File: src/logic/cib_pkg.sv
// Constants, field layout and types for the compact instruction execute block
package cib_pkg;
  localparam int DATA_W = 32;
  localparam int INSTR_W = 16;
  localparam int REG_W = 4;
  localparam int CNT_W = 4;

  // Group signatures
  localparam logic [5:0] F5_SIG = 6'h11;
  localparam logic [4:0] F6_SIG = 5'h09;
  localparam logic [3:0] F7_SIG = 4'h5;
  localparam int F5_SIG_LO = 10;
  localparam int F6_SIG_LO = 11;
  localparam int F7_SIG_LO = 12;
  localparam int F7_ZERO = 9;

  // Field positions
  localparam int F5_OP_HI = 9;
  localparam int F5_OP_LO = 8;
  localparam int F5_DHI = 7;
  localparam int F5_SHI = 6;
  localparam int F_MID_HI = 5;
  localparam int F_MID_LO = 3;
  localparam int F_LOW_HI = 2;
  localparam int F_LOW_LO = 0;
  localparam int F6_RD_HI = 10;
  localparam int F6_RD_LO = 8;
  localparam int F6_IMM_HI = 7;
  localparam int F6_IMM_LO = 0;
  localparam int F7_LOAD = 11;
  localparam int F7_BYTE = 10;
  localparam int F7_RO_HI = 8;
  localparam int F7_RO_LO = 6;

  // Hi-register group operation codes
  localparam logic [1:0] HI_ADD = 2'h0;
  localparam logic [1:0] HI_CMP = 2'h1;
  localparam logic [1:0] HI_MOV = 2'h2;
  localparam logic [1:0] HI_BX = 2'h3;

  // Program counter handling
  localparam logic [REG_W-1:0] PC_REG = 4'hF;
  localparam logic [DATA_W-1:0] PC_AHEAD = 32'h00000004;
  localparam logic [DATA_W-1:0] BIT0_MASK = 32'hFFFFFFFE;
  localparam logic [DATA_W-1:0] BIT1_MASK = 32'hFFFFFFFD;
  localparam int WORD_SHIFT = 2;
  localparam int STATE_BIT = 0;
  localparam logic RESET_COMPRESSED = 1'b1;

  // Execute cycle budgets, same as the 32-bit equivalents
  localparam logic [CNT_W-1:0] CYC_ALU = 4'h1;
  localparam logic [CNT_W-1:0] CYC_PC_WRITE = 4'h3;
  localparam logic [CNT_W-1:0] CYC_BX = 4'h3;
  localparam logic [CNT_W-1:0] CYC_LOAD = 4'h3;
  localparam logic [CNT_W-1:0] CYC_STORE = 4'h2;

  typedef enum logic [1:0] {
    ST_IDLE = 2'b00,
    ST_READ = 2'b01,
    ST_MEM = 2'b10,
    ST_HOLD = 2'b11
  } cib_state_e;
endpackage

File: src/logic/cib_operand_sel.sv
// Operand source: register file value, or the adjusted program counter for register 15
`timescale 1ns/1ps
module cib_operand_sel (
  // Register read
  input wire logic [cib_pkg::REG_W-1:0] regNum,
  input wire logic [cib_pkg::DATA_W-1:0] regData,
  // Current instruction address
  input wire logic [cib_pkg::DATA_W-1:0] instrAddr,
  // Selected operand
  output logic [cib_pkg::DATA_W-1:0] operand
);
  always_comb begin
    if (regNum == cib_pkg::PC_REG) begin
      operand = (instrAddr + cib_pkg::PC_AHEAD) & cib_pkg::BIT0_MASK;
    end else begin
      operand = regData;
    end
  end
endmodule

File: src/logic/cib_exec.sv
// Execute unit for hi-register/branch-exchange, pc-relative load and register-offset load/store
// Behaviour
// - op 00 adds source to destination, high-select flags widen each operand.
// - only compare updates flags; add, move and branch-exchange leave them.
// - ops 00/01/10 with both high-selects clear are undefined.
// - op 01 subtracts source from destination, sets flags, discards difference.
// - op 10 copies source into destination for all non low/low pairings.
// - op 11 with destination select clear branches to source register address.
// - target bit 0 picks state: zero 32-bit, one compressed.
// - branch-exchange with destination high-select set is undefined.
// - each instruction takes the cycles of its 32-bit equivalent.
// - reading register 15 yields instruction address plus 4, bit 0 cleared.
// - branch-exchange to pc from non-word-aligned address is unpredictable.
// - pc-relative load adds unsigned word offset to pc, loads word.
// - pc-relative base is instruction address plus 4 with bit 1 cleared.
// - eight-bit immediate counts words, multiplied by four for bytes.
// - register-offset address is base plus offset, both low registers.
// - load/byte 00 stores word; 10 loads word into destination.
// - byte flag set moves one byte; load flag picks store or load.
`timescale 1ns/1ps
module cib_exec (
  // Clock and reset
  input wire logic ref_clk,
  input wire logic rst,
  // Instruction issue
  input wire logic instrValid,
  input wire logic [cib_pkg::INSTR_W-1:0] instr,
  input wire logic [cib_pkg::DATA_W-1:0] instrAddr,
  output logic instrReady,
  output logic instrDone,
  output logic undefOp,
  // Register file
  output logic [cib_pkg::REG_W-1:0] rdAddrA,
  output logic [cib_pkg::REG_W-1:0] rdAddrB,
  output logic [cib_pkg::REG_W-1:0] rdAddrC,
  input wire logic [cib_pkg::DATA_W-1:0] rdDataA,
  input wire logic [cib_pkg::DATA_W-1:0] rdDataB,
  input wire logic [cib_pkg::DATA_W-1:0] rdDataC,
  output logic wrEn,
  output logic [cib_pkg::REG_W-1:0] wrAddr,
  output logic [cib_pkg::DATA_W-1:0] wrData,
  // Program status flags
  output logic flagWe,
  output logic [3:0] flagsNzcv,
  // Branch
  output logic branchTaken,
  output logic [cib_pkg::DATA_W-1:0] branchTarget,
  output logic compressedState,
  // Data memory
  output logic memReq,
  output logic memWrite,
  output logic memByte,
  output logic [cib_pkg::DATA_W-1:0] memAddr,
  output logic [cib_pkg::DATA_W-1:0] memWdata,
  input wire logic memAck,
  input wire logic [cib_pkg::DATA_W-1:0] memRdata
);
  cib_pkg::cib_state_e state;
  logic [cib_pkg::INSTR_W-1:0] instrReg;
  logic [cib_pkg::DATA_W-1:0] pcReg;
  logic [cib_pkg::CNT_W-1:0] cntReg;
  logic [cib_pkg::CNT_W-1:0] budgetReg;
  logic [cib_pkg::CNT_W-1:0] budgetNext;
  logic [cib_pkg::INSTR_W-1:0] instrSel;
  logic accept;
  logic execNow;
  logic isHi;
  logic isPcl;
  logic isLdst;
  logic [1:0] hiOp;
  logic dstHigh;
  logic srcHigh;
  logic ldFlag;
  logic byteFlag;
  logic [cib_pkg::REG_W-1:0] hiDst;
  logic [cib_pkg::REG_W-1:0] hiSrc;
  logic [cib_pkg::REG_W-1:0] lowMid;
  logic [cib_pkg::REG_W-1:0] lowLow;
  logic [cib_pkg::REG_W-1:0] lowRo;
  logic [cib_pkg::REG_W-1:0] pclDst;
  logic [cib_pkg::REG_W-1:0] loadDst;
  logic [cib_pkg::DATA_W-1:0] opA;
  logic [cib_pkg::DATA_W-1:0] opB;
  logic [cib_pkg::DATA_W-1:0] opC;
  logic [cib_pkg::DATA_W-1:0] sum;
  logic [cib_pkg::DATA_W:0] diff;
  logic [cib_pkg::DATA_W-1:0] hiResult;
  logic [cib_pkg::DATA_W-1:0] pclAddr;
  logic hiUndef;
  logic dstIsPc;
  logic needMem;

  // Decode from the bus while idle, from the held copy afterwards
  assign instrSel = (state == cib_pkg::ST_IDLE) ? instr : instrReg;
  assign accept = (state == cib_pkg::ST_IDLE) && instrValid && instrReady;
  assign execNow = (state == cib_pkg::ST_READ);

  assign isHi = instrSel[cib_pkg::INSTR_W-1:cib_pkg::F5_SIG_LO] == cib_pkg::F5_SIG;
  assign isPcl = instrSel[cib_pkg::INSTR_W-1:cib_pkg::F6_SIG_LO] == cib_pkg::F6_SIG;
  assign isLdst = (instrSel[cib_pkg::INSTR_W-1:cib_pkg::F7_SIG_LO] == cib_pkg::F7_SIG) && !instrSel[cib_pkg::F7_ZERO];
  assign hiOp = instrSel[cib_pkg::F5_OP_HI:cib_pkg::F5_OP_LO];
  assign dstHigh = instrSel[cib_pkg::F5_DHI];
  assign srcHigh = instrSel[cib_pkg::F5_SHI];
  assign ldFlag = instrSel[cib_pkg::F7_LOAD];
  assign byteFlag = instrSel[cib_pkg::F7_BYTE];
  assign lowMid = {1'b0, instrSel[cib_pkg::F_MID_HI:cib_pkg::F_MID_LO]};
  assign lowLow = {1'b0, instrSel[cib_pkg::F_LOW_HI:cib_pkg::F_LOW_LO]};
  assign lowRo = {1'b0, instrSel[cib_pkg::F7_RO_HI:cib_pkg::F7_RO_LO]};
  assign pclDst = {1'b0, instrSel[cib_pkg::F6_RD_HI:cib_pkg::F6_RD_LO]};
  assign hiDst = {dstHigh, instrSel[cib_pkg::F_LOW_HI:cib_pkg::F_LOW_LO]};
  assign hiSrc = {srcHigh, instrSel[cib_pkg::F_MID_HI:cib_pkg::F_MID_LO]};
  assign loadDst = isPcl ? pclDst : lowLow;

  cib_operand_sel uSelA (
    .regNum(rdAddrA),
    .regData(rdDataA),
    .instrAddr(pcReg),
    .operand(opA)
  );
  cib_operand_sel uSelB (
    .regNum(rdAddrB),
    .regData(rdDataB),
    .instrAddr(pcReg),
    .operand(opB)
  );
  cib_operand_sel uSelC (
    .regNum(rdAddrC),
    .regData(rdDataC),
    .instrAddr(pcReg),
    .operand(opC)
  );

  always_comb begin
    sum = opA + opB;
    diff = {1'b0, opA} - {1'b0, opB};
    hiUndef = isHi && (hiOp == cib_pkg::HI_BX ? dstHigh : (!dstHigh && !srcHigh));
    hiResult = (hiOp == cib_pkg::HI_ADD) ? sum : opB;
    dstIsPc = (hiDst == cib_pkg::PC_REG);
    pclAddr = ((pcReg + cib_pkg::PC_AHEAD) & cib_pkg::BIT1_MASK)
      + (cib_pkg::DATA_W'(instrSel[cib_pkg::F6_IMM_HI:cib_pkg::F6_IMM_LO]) << cib_pkg::WORD_SHIFT);
    needMem = isPcl || isLdst;
    if (isHi && !hiUndef && hiOp == cib_pkg::HI_BX) begin
      budgetNext = cib_pkg::CYC_BX;
    end else if (isHi && !hiUndef && hiOp != cib_pkg::HI_CMP && dstIsPc) begin
      budgetNext = cib_pkg::CYC_PC_WRITE;
    end else if (isPcl || (isLdst && ldFlag)) begin
      budgetNext = cib_pkg::CYC_LOAD;
    end else if (isLdst) begin
      budgetNext = cib_pkg::CYC_STORE;
    end else begin
      budgetNext = cib_pkg::CYC_ALU;
    end
  end

  // Sequencing; budget counts from the first execute cycle
  always_ff @(posedge ref_clk or posedge rst) begin
    if (rst) begin
      state <= cib_pkg::ST_IDLE;
      instrReg <= 16'h0000;
      pcReg <= 32'h00000000;
      cntReg <= 4'h0;
      budgetReg <= 4'h0;
      instrReady <= 1'b1;
      instrDone <= 1'b0;
    end else begin
      instrDone <= 1'b0;
      case (state)
        cib_pkg::ST_IDLE: begin
          if (accept) begin
            instrReg <= instr;
            pcReg <= instrAddr;
            instrReady <= 1'b0;
            state <= cib_pkg::ST_READ;
          end
        end
        cib_pkg::ST_READ: begin
          cntReg <= 4'h1;
          budgetReg <= budgetNext;
          state <= needMem ? cib_pkg::ST_MEM : cib_pkg::ST_HOLD;
        end
        cib_pkg::ST_MEM: begin
          cntReg <= cntReg + 4'h1;
          if (memAck) begin
            state <= cib_pkg::ST_HOLD;
          end
        end
        default: begin
          if (cntReg >= budgetReg) begin
            instrDone <= 1'b1;
            instrReady <= 1'b1;
            state <= cib_pkg::ST_IDLE;
          end else begin
            cntReg <= cntReg + 4'h1;
          end
        end
      endcase
    end
  end

  // Read ports; addresses fixed for the whole instruction
  always_ff @(posedge ref_clk or posedge rst) begin
    if (rst) begin
      rdAddrA <= 4'h0;
      rdAddrB <= 4'h0;
      rdAddrC <= 4'h0;
    end else if (accept) begin
      if (isHi) begin
        rdAddrA <= hiDst;
        rdAddrB <= hiSrc;
        rdAddrC <= 4'h0;
      end else begin
        rdAddrA <= lowMid;
        rdAddrB <= lowRo;
        rdAddrC <= lowLow;
      end
    end
  end

  // Register write-back
  always_ff @(posedge ref_clk or posedge rst) begin
    if (rst) begin
      wrEn <= 1'b0;
      wrAddr <= 4'h0;
      wrData <= 32'h00000000;
    end else begin
      wrEn <= 1'b0;
      if (execNow && isHi && !hiUndef && (hiOp == cib_pkg::HI_ADD || hiOp == cib_pkg::HI_MOV) && !dstIsPc) begin
        wrEn <= 1'b1;
        wrAddr <= hiDst;
        wrData <= hiResult;
      end else if (state == cib_pkg::ST_MEM && memAck && !memWrite) begin
        wrEn <= 1'b1;
        wrAddr <= loadDst;
        wrData <= memByte ? {24'h000000, memRdata[7:0]} : memRdata;
      end
    end
  end

  always_ff @(posedge ref_clk or posedge rst) begin
    if (rst) begin
      flagWe <= 1'b0;
      flagsNzcv <= 4'h0;
    end else begin
      flagWe <= 1'b0;
      if (execNow && isHi && !hiUndef && hiOp == cib_pkg::HI_CMP) begin
        flagWe <= 1'b1;
        flagsNzcv <= {diff[cib_pkg::DATA_W-1], diff[cib_pkg::DATA_W-1:0] == 32'h00000000, !diff[cib_pkg::DATA_W],
          (opA[cib_pkg::DATA_W-1] ^ opB[cib_pkg::DATA_W-1]) & (opA[cib_pkg::DATA_W-1] ^ diff[cib_pkg::DATA_W-1])};
      end
    end
  end

  // Branches; a misaligned pc target is taken as computed, no guard
  // misaligned left unguarded
  always_ff @(posedge ref_clk or posedge rst) begin
    if (rst) begin
      branchTaken <= 1'b0;
      branchTarget <= 32'h00000000;
      compressedState <= cib_pkg::RESET_COMPRESSED;
      undefOp <= 1'b0;
    end else begin
      branchTaken <= 1'b0;
      undefOp <= execNow && (hiUndef || !(isHi || isPcl || isLdst));
      if (execNow && isHi && !hiUndef) begin
        if (hiOp == cib_pkg::HI_BX) begin
          branchTaken <= 1'b1;
          branchTarget <= opB & cib_pkg::BIT0_MASK;
          compressedState <= opB[cib_pkg::STATE_BIT];
        end else if (hiOp != cib_pkg::HI_CMP && dstIsPc) begin
          branchTaken <= 1'b1;
          branchTarget <= hiResult & cib_pkg::BIT0_MASK;
        end
      end
    end
  end

  // Data memory request held until acknowledged
  always_ff @(posedge ref_clk or posedge rst) begin
    if (rst) begin
      memReq <= 1'b0;
      memWrite <= 1'b0;
      memByte <= 1'b0;
      memAddr <= 32'h00000000;
      memWdata <= 32'h00000000;
    end else if (execNow && needMem) begin
      memReq <= 1'b1;
      memWrite <= isLdst && !ldFlag;
      memByte <= isLdst && byteFlag;
      memAddr <= isPcl ? pclAddr : sum;
      memWdata <= (isLdst && byteFlag) ? {24'h000000, opC[7:0]} : opC;
    end else if (state == cib_pkg::ST_MEM && memAck) begin
      memReq <= 1'b0;
    end
  end
endmodule

File: config.mk
export PLATFORM = sky130hd
export DESIGN_NAME = cib_exec
export DESIGN_NICKNAME = d
export VERILOG_FILES = /design/src/logic/cib_pkg.sv /design/src/logic/cib_operand_sel.sv /design/src/logic/cib_exec.sv
export SDC_FILE = /design/constraint.sdc
export NUM_CORES = 1
export LEC_CHECK = 0
export BUFFER_PORTS_ARGS = -buffer_cell sky130_fd_sc_hd__clkbuf_2
export CAP_MARGIN = 5
export CORE_AREA = 2 2 171 173
export DETAILED_ROUTE_END_ITERATION = 8
export DIE_AREA = 0 0 173 175
export GPL_TIMING_DRIVEN = 0
export PLACE_DENSITY_LB_ADDON = 0.3
export SLEW_MARGIN = 15
export SYNTH_ARGS = -nofsm -noshare
export SYNTH_HDL_FRONTEND = slang
export SYNTH_SLANG_ARGS = --single-unit
File: constraint.sdc
create_clock -name ref_clk -period 11.2 [get_ports ref_clk]
set_clock_uncertainty 0.05 [all_clocks]
set_input_delay 2.24 -clock ref_clk [delete_from_list [all_inputs] [get_ports ref_clk]]
set_output_delay 2.24 -clock ref_clk [all_outputs]
set_load 0.005 [all_outputs]
After elaboration in Yosys (flattened, before gate mapping)

Index checks and enable logic that the tools add are counted.

Register bits: 216
Bits of input ports: 180
Output and inout bits: 158
Logic and storage cells: 147

Add/sub/neg operators: 5
Order comparisons: 1
Equal/unequal tests: 16
Muxes and demuxes: 43
Bitwise operators: 5
Reductions and logical operators: 53

Operator list:

| kind                                           | count |
|---|---|
| 2-to-1 mux 32 bit                              | 11 |
| subtractor 32 x 32 -> 33 bit                   | 1 |
| adder 32 x 10 -> 32 bit                        | 1 |
| adder 32 x 3 -> 32 bit (second input constant) | 1 |
| adder 32 bit                                   | 1 |
| logical NOT 32 bit                             | 1 |
| 2-to-1 mux 4 bit                               | 7 |
| logical AND 1 bit                              | 22 |
| == test 4 bit (second input constant)          | 4 |
| 2-to-1 mux 16 bit                              | 1 |
| 2-to-1 mux 1 bit                               | 14 |
| case mux 4 bit (3 select lines)                | 1 |
| 2-to-1 mux 2 bit                               | 5 |
| logical NOT 1 bit                              | 9 |
| AND reduction 2 bit                            | 4 |
| nonzero test 2 bit                             | 4 |
| == test 2 bit (second input constant)          | 3 |
| == test 6 x 5 -> 1 bit (second input constant) | 1 |
| logical OR 1 bit                               | 6 |
| 2-to-1 mux 3 bit                               | 2 |
| case mux 2 bit (3 select lines)                | 1 |
| AND reduction 3 bit                            | 2 |
| == test 5 x 4 -> 1 bit (second input constant) | 1 |
| adder 4 x 1 -> 4 bit (second input constant)   | 1 |
| 14 further kinds                               | 19 |

Logic depth before layout (Yosys ltp)

Gate-level depths: netlist of run 1.

Depth in word-level cells: 12
Mapped depth: 22
Gate-level depth less buffers: 21

Hierarchy

Synthesis of run 1 repeated with hierarchy kept, for this count alone.

Cells, all modules: 2,377
Area total of the unflattened synthesis: 17,815.8 um^2

By module, submodules not included:

| module                       | times used | cells each | area each (um^2) | sequential area each (um^2) |
|---|---|---|---|---|
| cib_exec                     | 1          | 1,849      | 14,790.4         | 5,307.6 |
| cib_operand_sel at uSelA ... | 2          | 175        | 1,007.2          | 0.0 |
| cib_operand_sel at uSelC     | 1          | 178        | 1,011.0          | 0.0 |

Worst setup path before layout of run 1

OpenSTA, ideal clock, no wires.

Kind: input -> register
Start point: in rdDataB[11] (netlist name)
End point: reg branchTarget[28] (netlist name)
Library setup time: 83 ps
Arrival: 5,402 ps
Required time: 11,067 ps
Slack: 5,666 ps
Cell stages on the path: 15
Buffers on the path: 1
Cell sequence: nand2_1 > o21ai_0 > ha_1 > clkbuf_1 > nand2_1 > or2_2 > nor4_1 > a221o_1 > a211oi_1 > o21ai_1 > a311oi_1 > or3_1 > xnor2_1 > mux2_2 > o21ai_0

Longest elaborated chain between the ends: 5

Ends and longest elaborated chain:

| element              | RTL line              | RTL |
|---|---|---|
| from (decl)          | cib_exec.sv:37        | `input wire logic [cib_pkg::DATA_W-1:0] rdDataB,` |
| 2-to-1 mux 32 bit    | cib_operand_sel.sv:13 | `if (regNum == cib_pkg::PC_REG) begin` |
| adder 32 bit         | cib_exec.sv:134       | `sum = opA + opB;` |
| 2-to-1 mux 32 bit    | cib_exec.sv:137       | `hiResult = (hiOp == cib_pkg::HI_ADD) ? sum : opB;` |
| 2-to-1 mux 32 bit    | cib_exec.sv:269       | `end else if (hiOp != cib_pkg::HI_CMP && dstIsPc) begin` |
| 2-to-1 mux 32 bit    | cib_exec.sv:265       | `if (hiOp == cib_pkg::HI_BX) begin` |
| to (signal assigned) | cib_exec.sv:267       | `branchTarget <= opB & cib_pkg::BIT0_MASK;` |
| to (signal assigned) | cib_exec.sv:271       | `branchTarget <= hiResult & cib_pkg::BIT0_MASK;` |
| to (decl)            | cib_exec.sv:47        | `output logic [cib_pkg::DATA_W-1:0] branchTarget,` |

No other way between the ends. The select of a mux whose other input is x is not followed.
A chain may end at the register's enable or synchronous reset.

Final worst setup path of run 1

Start point: reg rdAddrA[2] (netlist name)
End point: reg wrData[28] (netlist name)

Longest elaborated chain between the ends: 5

Ends and longest elaborated chain:

| element                | RTL line              | RTL |
|---|---|---|
| from (decl)            | cib_exec.sv:33        | `output logic [cib_pkg::REG_W-1:0] rdAddrA,` |
| from (signal assigned) | cib_exec.sv:208       | `rdAddrA <= hiDst;` |
| from (signal assigned) | cib_exec.sv:212       | `rdAddrA <= lowMid;` |
| == test 4 bit          | cib_operand_sel.sv:13 |  |
| 2-to-1 mux 32 bit      | cib_operand_sel.sv:13 |  |
| adder 32 bit           | cib_exec.sv:134       |  |
| 2-to-1 mux 32 bit      | cib_exec.sv:137       |  |
| 2-to-1 mux 32 bit      | cib_exec.sv:227       | `if (execNow && isHi && !hiUndef && (hiOp == cib_pkg::HI_ADD \|\| hiOp == cib_pkg::HI_MOV) && !dstIsPc) begin` |
| to (signal assigned)   | cib_exec.sv:230       | `wrData <= hiResult;` |
| to (signal assigned)   | cib_exec.sv:234       | `wrData <= memByte ? {24'h000000, memRdata[7:0]} : memRdata;` |
| to (decl)              | cib_exec.sv:41        | `output logic [cib_pkg::DATA_W-1:0] wrData,` |

No other way between the ends.

==> results.cfg, run 1 <==
[clocking]
clk-insertion-delay-late_ns = 0.56
clk_pin_slew_ns = 0.07
cts.htree.levels = 1
clockBufferDepth = 3
cts_tree = yes
clock-sinks = 212
clockRootBuffer = clkbuf_16
postCtsHoldBufs = 0
cts_setup_buffers = 0
cts-resized-gates = 0
cts_buffers = 25

[worst_setup_path]
critPathLaunchType = flip-flop
worstPathMaxFanout = 10
crit_type = flip-flop to flip-flop
end_kind = flip-flop
crit_arrival_ns = 8.12
required_ns = 11.62

[route]
dr.pass1.iters = 6
drtAntennaViolNets = 0
vias_per_cell = 6.15
drcViolationCount = 0
wl_per_cell_um = 22.7
vias = 16800
initialDrtViolationCount = 1767
routed_wl_mm = 62.0

[synth]
synth_warnings = 0
synth_edf_count = 0
yosysUniqueCellTypes = 90
yosysSeqAreaShare_pct = 34.3
async_flop_share_pct = 100
syn_avg_cell_area_um2 = 7.89
ys_ff_latch = 212
synth.cell_area_um2 = 15500
synthFlopType = dfrtp_1
netlist_instances = 1961

[hold_path]
hold_path.class = flip-flop to flip-flop

[timing]
rsz0062_at_grt = false
period_minus_slack_ns = 7.70
post-route-period-util_pct = 68.7
final_max_slew_viol_count = 0
worst_pin_slew_ns = 1.25
finalSetupTns_ns = 0
hold_slack_ns = 0.418
setup_viol = 0
fmax_mhz = 130
slew_headroom_pct = 16.2
finalHoldViolCount = 0

[global_route]
gr-usage-met3_pct = 8.90
grt_pass1_wl_mm = 93.4
grt.busiest_layer = met2
grt_max_degree = 89
track_usage_pct = 40.0
grt_pass1_vias = 16100
grt_util_met2_pct = 63.9
gr-total-overflow = 0
antenna_found_initial = 1
grt_util_met1_pct = 51.2

[die]
die-area_um2 = 30300
core_um2 = 28400
initial_utilization_pct = 54.5
ios = 338
fp.dieH_um = 175
rows = 62
die_w_um = 173

[place]
gp_congestion = 1.04
port-buffer-count = 335
hpwl_mm = 49.2

[power_and_ir_drop]
p_per_area_nw_per_um2 = 223
ir_drop_uv = 175
leakage_nw = 9.04
finalPower_w = 0.00413

[layout]
register_area_um2 = 5310
multi_input_area_um2 = 9400
nets = 2581
drive_gt1_share_pct = 19.4
fillerInstances = 2500
syn_to_final_growth_pct = 20.0

[job]
drv_cap = 0

[run_status]
status = finished clean
## per-stage QoR
stage          utilization, %  setup WS [ns]  cells  cell area (um2)
2_1_floorplan               -           3.12   1962            15500
6_report                 65.4           3.50   2730            18600
3_5_place_dp             62.3           3.89   2683            17700
3_3_place_gp             62.1          0.914   2681            17600
4_1_cts                  65.4           3.84   2729            18600
5_1_grt                  65.4           3.48   2730            18600
## cell usage after synthesis (all sizes together) (14+ instances only)
master    n  area (um2)
a211oi   33         253
a21o     20         150
a21oi   145         726
and2     15        96.4
and3     19         119
buf      14        71.3
clkbuf  103         387
dfrtp   210        5260
ha       72         901
inv      82         308
mux2     30         338
mux2i    36         360
nand2   390        1460
nand3    33         178
nand4    19         125
nor2    133         499
nor3     32         160
nor3b    34         255
nor4     21         144
o21ai   198         991
or3      23         149
xnor2    59         517
xor2     28         245
## per-layer routing
metal,wire [um],vias to the layer above
met5,0,-
met4,3620,0
met3,6450,207
met2,27700,1019
met1,24200,7954
li1,-,7619
## critical path, stage by stage (launching register included)
cell      delay [ns]
dfrtp_1         0.41
nand4_1         0.43
clkbuf_1        0.49
clkbuf_1        0.69
clkbuf_1        0.72
nand2_1         0.11
o21ai_0         0.16
ha_1            0.20
clkbuf_1        0.40
nand2_1         0.19
or2_2           0.35
nor4_1          0.88
a221o_1         0.28
a211oi_1        0.10
o21ai_1         0.71
a311oi_1        0.30
or3_1           0.46
xnor2_1         0.18
mux2_2          0.32
a21oi_1         0.17
## flip-flops by register name, indices dropped and copies added (netlist names), 2 cells and up
| name | count |
|---|---|
| memAddr | 32 |
| memWdata | 32 |
| pcReg | 32 |
| wrData | 32 |
| branchTarget | 31 |
| instrReg | 16 |
| cntReg | 4 |
| flagsNzcv | 4 |
| rdAddrA | 4 |
| rdAddrB | 4 |
| wrAddr | 4 |
| rdAddrC | 3 |
| budgetReg | 2 |
| state | 2 |
## cell usage in the layout, fill, tap and decap left out, types with 6 or more instances in the layout
master	n
nand2_1	390
clkbuf_2	335
dfrtp_1	210
o21ai_0	194
a21oi_1	145
nor2_1	133
clkbuf_1	104
inv_1	80
ha_1	72
xnor2_1	59
mux2i_1	36
nor3b_1	34
nand3_1	32
nor3_1	32
a211oi_1	32
mux2_2	30
xor2_1	28
clkbuf_16	25
or3_1	22
a21o_1	20
and3_1	19
nor4_1	19
nand4_1	18
nand2b_1	13
and2_1	13
a31oi_1	13
nor2b_1	13
or2_2	11
o21bai_1	11
o22ai_1	10
a311oi_1	9
o211ai_1	9
o21a_1	9
buf_1	8
o31ai_1	7
clkinv_2	7
and4_1	6
a211o_1	6
## cell families (layout without fill, tap and decap cells)
group                      after synthesis  in the layout  synth area share (%)
other                                    1              3                0.0242
muxes                                   66             66                  4.51
AOI/OAI and AO/OA                      535            535                  21.2
and+or+nand+nor                        781            781                  23.5
buffers and inverters                  201            584                  5.00
xor gates and xnor gates                88             88                  5.07
adders and majority gates               77             77                  6.35
DFF                                    212            212                  34.3
## power by group
part	total, W	leakage, nW	internal (W)	switching, W
Sequential	0.00128	2.74	0.00105	0.000236
Combinational	0.00200	5.87	0.000737	0.00126
Clock	0.000853	0.429	0.000490	0.000363
## final timing paths
kind | depth (start not counted) | slack, ns | from | end
max in group asynchronous | 4 | 8.34 | rst | branchTarget[24]
worst max register to register | 19 | 3.50 | rdAddrA[2] | wrData[28]
worst min register to register | 2 | 0.42 | flagsNzcv[2] | flagsNzcv[2]
worst max-delay path | 19 | 3.50 | rdAddrA[2] | wrData[28]
worst min-delay path | 2 | 0.42 | flagsNzcv[2] | flagsNzcv[2]
min in group asynchronous | 2 | 1.64 | rst | memWdata[18]
## final cells by class
cell class              instances  area share (%)
clock buffers                  30            3.69
flip-flops and latches        212            28.6
inverters                      84            1.74
plain buffers                 117            2.47
clock inverters                16           0.950
repair buffers                337            9.33
well taps                     384            2.59
diodes                          1          0.0135
multi-input cells            1549            50.6
No activity file was read; power rests on OpenSTA's default activity.
==> run 2, diff against run 1 <==
clock period = 7.1 ns   (was 11.2 ns; I/O delays follow)
==> results.cfg, run 2 (synthesis results as in run 1) <==
[run_status]
status = finished clean

[layout]
final_cell_mix = nand2_1 (390), clkbuf_2 (339), dfrtp_1 (210), o21ai_0 (194), a21oi_1 (145)
drive_gt1_share_pct = 19.4
antenna_cells = 0
nets = 2585
utilization_pct = 65.4
syn_to_final_growth_pct = 20.0
final_common_cell = nand2_1
postLayoutCellArea_um2 = 18600

[worst_setup_path]
worstPathMaxFanout = 10
required_ns = 7.51
crit_type = flip-flop to flip-flop
max_stage_delay_ns = 0.82
critPathLaunchType = flip-flop
slowest_stage = clkbuf_1
timing.rr.end = branchTarget[28]
r2r_start = rdAddrA[2]
crit_arrival_ns = 7.28
r2r_setup_slack_ns = 0.23
crit_chain = nand4_1, clkbuf_1, clkbuf_1, o21ai_0, ha_1, clkbuf_1, nand2_1, or2_2, nor4_1, a221o_1, a211oi_1, o21ai_2, a311oi_1, or3_1, xnor2_1, mux2_2, o21ai_0
r2r_cells = 17
end_kind = flip-flop
path_common_cell = clkbuf_1

[timing]
finalHoldViolCount = 0
post-route-period-util_pct = 96.8
rsz0062_at_grt = false
setup_viol = 0
period_minus_slack_ns = 6.87
fin_ws_ns = 0.228
final_max_slew_viol_count = 0
fmax_mhz = 146
slew_headroom_pct = 23.0
worst_pin_slew_ns = 1.15

[place]
port-buffer-count = 335
place_ws_ns = -0.239
hpwl_mm = 50.1
dpl_cell_area_um2 = 17800
gp_congestion = 1.00

[route]
vias_per_cell = 6.12
drcViolationCount = 0
wl_per_cell_um = 22.8
drtAntennaViolNets = 0
dr.pass1.iters = 6
routed_wl_mm = 62.2
initialDrtViolationCount = 1764
vias = 16700

[power_and_ir_drop]
leakage_nw = 9.03
ir_drop_uv = 267
p_per_area_nw_per_um2 = 346

[hold_path]
hold_path_end = flagsNzcv[0]
hold_path.class = flip-flop to flip-flop
hold_depth = 2
hold_start = flagsNzcv[0]

[clocking]
clk_pin_slew_ns = 0.06
cts_tree = yes
cts_setup_buffers = 0
cts_buffers = 25
cts.htree.levels = 1
clk-insertion-delay-late_ns = 0.55
postCtsHoldBufs = 0
clockRootBuffer = clkbuf_16
clock-sinks = 212
clockBufferDepth = 3

[global_route]
grt_pass1_vias = 15800
grt_pass1_wl_mm = 93.4
gr-total-overflow = 0
grt_max_degree = 38
antenna_found_initial = 2
track_usage_pct = 40.1

[die]
die_w_um = 173
initial_utilization_pct = 54.5
die-area_um2 = 30300
rows = 62
fp.dieH_um = 175
ios = 338
core_um2 = 28400

[job]
drv_cap = 0
==> run 2: cell count changes in the layout (fill, tap and decap cells not counted) <==
| cell | previous run | this run |
|---|---|---|
| buf_1 | 8 | 7 |
| buf_12 | 0 | 6 |
| buf_16 | 2 | 0 |
| bufinv_16 | 2 | 0 |
| clkbuf_1 | 104 | 107 |
| clkbuf_2 | 335 | 339 |
| clkbuf_8 | 4 | 5 |
| clkinv_2 | 7 | 2 |
| clkinv_8 | 1 | 0 |
| diode_2 | 1 | 0 |
| inv_8 | 2 | 1 |
| o21ai_1 | 4 | 3 |
| o21ai_2 | 0 | 1 |
==> run 2: power by group <==
| group | switching [W] | internal, W | total [W] |
|---|---|---|---|
| registers | 0.000372 | 0.00165 | 0.00203 |
| logic | 0.00199 | 0.00117 | 0.00316 |
| clock network | 0.000538 | 0.000709 | 0.00125 |
==> run 2: per-stage QoR <==
step	setup TNS (ns)	hold WS (ns)	cells	power (W)
floorplan	0	0.388	1962	0.00380
global placement	-1.45	0.403	2681	0.00499
detailed placement	-1.23	0.413	2687	0.00509
CTS	0	0.428	2731	0.00635
global route	0	0.445	2731	0.00676
finish	0	0.423	2731	0.00643
==> run 2: worst max-delay path: cells and delay by family, from the launching register on <==
family,cells,cell delay (ns)
mux,1,0.32
buf+inv,3,1.64
simple gates,5,2.13
compound gates,6,1.66
fa+ha+maj,1,0.35
xor+xnor,1,0.18
flops,1,0.41
==> run 2: how the worst max path moves through the flow <==
stage / from / endpoint / slack (ns) / cells after the start
2_1_floorplan: rdDataB[11] / branchTarget[28] / 2.39 / 15
3_3_place_gp: rdAddrA[2] / memAddr[28] / -0.27 / 19
3_5_place_dp: rdAddrA[2] / memAddr[28] / -0.24 / 19
4_1_cts: rdAddrB[2] / branchTarget[28] / 0.03 / 19
5_1_grt: rdAddrA[2] / branchTarget[28] / 0.04 / 17
6_report: rdAddrA[2] / branchTarget[28] / 0.23 / 17
==> run 2: routing by layer <==
metal | track usage (%) | wire (um) | share of wire (%) | vias to the layer above
met5 | 0 | 11 | 0.018 | -
li1 | - | - | - | 7631
met1 | 52.2 | 24700 | 40 | 7907
met4 | 18.3 | 3400 | 5.5 | 2
met3 | 7.68 | 6230 | 10 | 199
met2 | 64.9 | 27900 | 45 | 970
==> run 2: cell type report <==
class                      count  area [um2]
fill                        2511        9830
multi-input combinational   1549        9410
sequential                   212        5310
timing repair buffer         341        1800
clock buffer                  37         721
tap                          384         480
buffer                       117         463
inverter                      84         319
clock inverter                 7        67.6
==> run 2: timing repair <==
| item | 4_1_cts | 5_1_grt |
|---|---|---|
| gates resized for setup | 2 | 6 |
| pin swaps | 0 | 0 |
| setup endpoints to repair | 8 | 13 |
==> run 3, diff against run 2 <==
CORE_AREA = 2 2 140 211   (was 2 2 171 173)
DIE_AREA = 0 0 142 213   (was 0 0 173 175)
==> results.cfg, run 3 (synthesis results as in run 1) <==
[hold_path]
hold_path.class = flip-flop to flip-flop
hold_depth = 2

[place]
hpwl_mm = 51.2
gp_congestion = 1.07
placed_cells_incl_taps = 2654
port-buffer-count = 335

[route]
dr.pass1.iters = 7
drtAntennaViolNets = 0
vias = 16600
drcViolationCount = 0
routed_wl_mm = 63.2
vias_per_cell = 6.17
wl_per_cell_um = 23.5
initialDrtViolationCount = 1167

[timing]
fmax_mhz = 144
slew_headroom_pct = 25.2
post-route-period-util_pct = 97.8
setup_viol = 0
final_max_slew_viol_count = 0
worst_pin_slew_ns = 1.11
hold_slack_ns = 0.417
period_minus_slack_ns = 6.94
rsz0062_at_grt = false
finalSetupTns_ns = 0
finalHoldViolCount = 0

[worst_setup_path]
end_kind = flip-flop
crit_type = flip-flop to flip-flop
crit_chain = nand4_1, clkbuf_1, clkbuf_2, clkbuf_2, nand2_1, o21ai_0, ha_1, clkbuf_1, nand2_1, or2_2, nor4_1, a221o_1, a211oi_1, o21ai_1, a311oi_1, or3_1, xnor2_1, mux2_2, o21ai_0
crit_arrival_ns = 7.30
critPathLaunchType = flip-flop
slowest_stage = nor4_1
cp_num_buf_inv = 4
worstPathMaxFanout = 10
crit_cells = 19
required_ns = 7.45
max_stage_delay_ns = 0.53
crit_family = simple AND/OR/NAND/NOR gates
r2r_cells = 19

[layout]
final_common_cell = nand2_1
final_cell_mix = nand2_1 (390), clkbuf_2 (339), dfrtp_1 (210), o21ai_0 (194), a21oi_1 (145)
drive_gt1_share_pct = 19.2
final_cells = 2690
syn_to_final_growth_pct = 19.0
fillerInstances = 2494
nets = 2580

[global_route]
antenna_found_initial = 1
grt_max_degree = 40
grt_pass1_vias = 16200
grt_pass1_wl_mm = 93.8
track_usage_pct = 41.3
gr-total-overflow = 0

[power_and_ir_drop]
p_clk_share_pct = 17.7
ir_drop_uv = 288
share_comb_of_total_power_pct = 50.0
p_int_w = 0.00344
switching_share_pct = 45.0
leakage_nw = 8.98
seqPwrFrac_pct = 32.3
p_per_area_nw_per_um2 = 340
switchingPower_w = 0.00282

[clocking]
postCtsHoldBufs = 0
clk_pin_slew_ns = 0.07
cts_tree = yes
cts_buffers = 20
clockBufferDepth = 3
clock-sinks = 212
clockRootBuffer = clkbuf_16
cts.htree.levels = 1
clk-insertion-delay-late_ns = 0.55

[die]
die_w_um = 142
initial_utilization_pct = 54.4
die-area_um2 = 30200
core_um2 = 28400
ios = 338
fp.dieH_um = 213
rows = 76

[job]
drv_cap = 0

[run_status]
status = finished clean
run 3: repair_timing:
| action | 4_1_cts | 5_1_grt |
|---|---|---|
| gates resized for setup | 1 | 6 |
| setup buffers | 0 | 0 |
| endpoints found under the setup margin | 3 | 6 |
| pin swaps | 0 | 0 |
run 3: layer usage:
layer,routed length [um],GRT usage [%]
met1,22600,45.9
met2,30500,70.4
met3,4670,7.45
met4,5400,30.3
met5,0,0
run 3: worst reg2reg max path, stage by stage (launching register included):
cell	delay, ns
dfrtp_1	0.43
nand4_1	0.48
clkbuf_1	0.45
clkbuf_2	0.41
clkbuf_2	0.43
nand2_1	0.16
o21ai_0	0.16
ha_1	0.35
clkbuf_1	0.37
nand2_1	0.23
or2_2	0.35
nor4_1	0.53
a221o_1	0.25
a211oi_1	0.10
o21ai_1	0.53
a311oi_1	0.22
or3_1	0.41
xnor2_1	0.50
mux2_2	0.30
o21ai_0	0.09
run 3: power by group through the flow:
stage | Sequential, W | Combinational, W | Clock, W
floorplan | 0.00196 | 0.00184 | 0
global placement | 0.00200 | 0.00296 | 0
detailed placement | 0.00202 | 0.00305 | 0
CTS | 0.00200 | 0.00307 | 0.00112
global route | 0.00206 | 0.00339 | 0.00116
finish | 0.00202 | 0.00313 | 0.00111
run 3: path summary, 6_finish.rpt:
kind                               endpoint  slack [ns]  startpoint
max in group asynchronous  branchTarget[23]        4.93         rst
hold / removal                   rdAddrC[0]        0.42  rdAddrC[0]
setup / recovery           branchTarget[28]        0.16  rdAddrB[2]
hold reg to reg                  rdAddrC[0]        0.42  rdAddrC[0]
min in group asynchronous      memWdata[18]        0.84         rst
setup reg to reg           branchTarget[28]        0.16  rdAddrB[2]
run 3: stage by stage:
| stage | cell area, um2 | setup WS (ns) | utilization (%) | power, W |
|---|---|---|---|---|
| floorplan | 15500 | 2.39 | - | 0.00380 |
| global placement | 17600 | -0.0891 | 61.9 | 0.00496 |
| detailed placement | 17700 | -0.0769 | 62.4 | 0.00507 |
| CTS | 18400 | 0.0650 | 64.7 | 0.00619 |
| global route | 18400 | 0.0951 | 64.8 | 0.00661 |
| finish | 18400 | 0.155 | 64.8 | 0.00626 |
run 3: layout make-up:
type	instances	area, um2	area share (%)
Multi-Input combinational cell	1549	9410	51.1
Sequential cell	212	5310	28.8
Timing Repair Buffer	341	1800	9.80
Clock buffer	31	602	3.27
Buffer	117	463	2.51
Tap cell	351	439	2.38
Inverter	84	319	1.73
Clock inverter	4	70.1	0.381
Antenna cell	1	2.50	0.0136
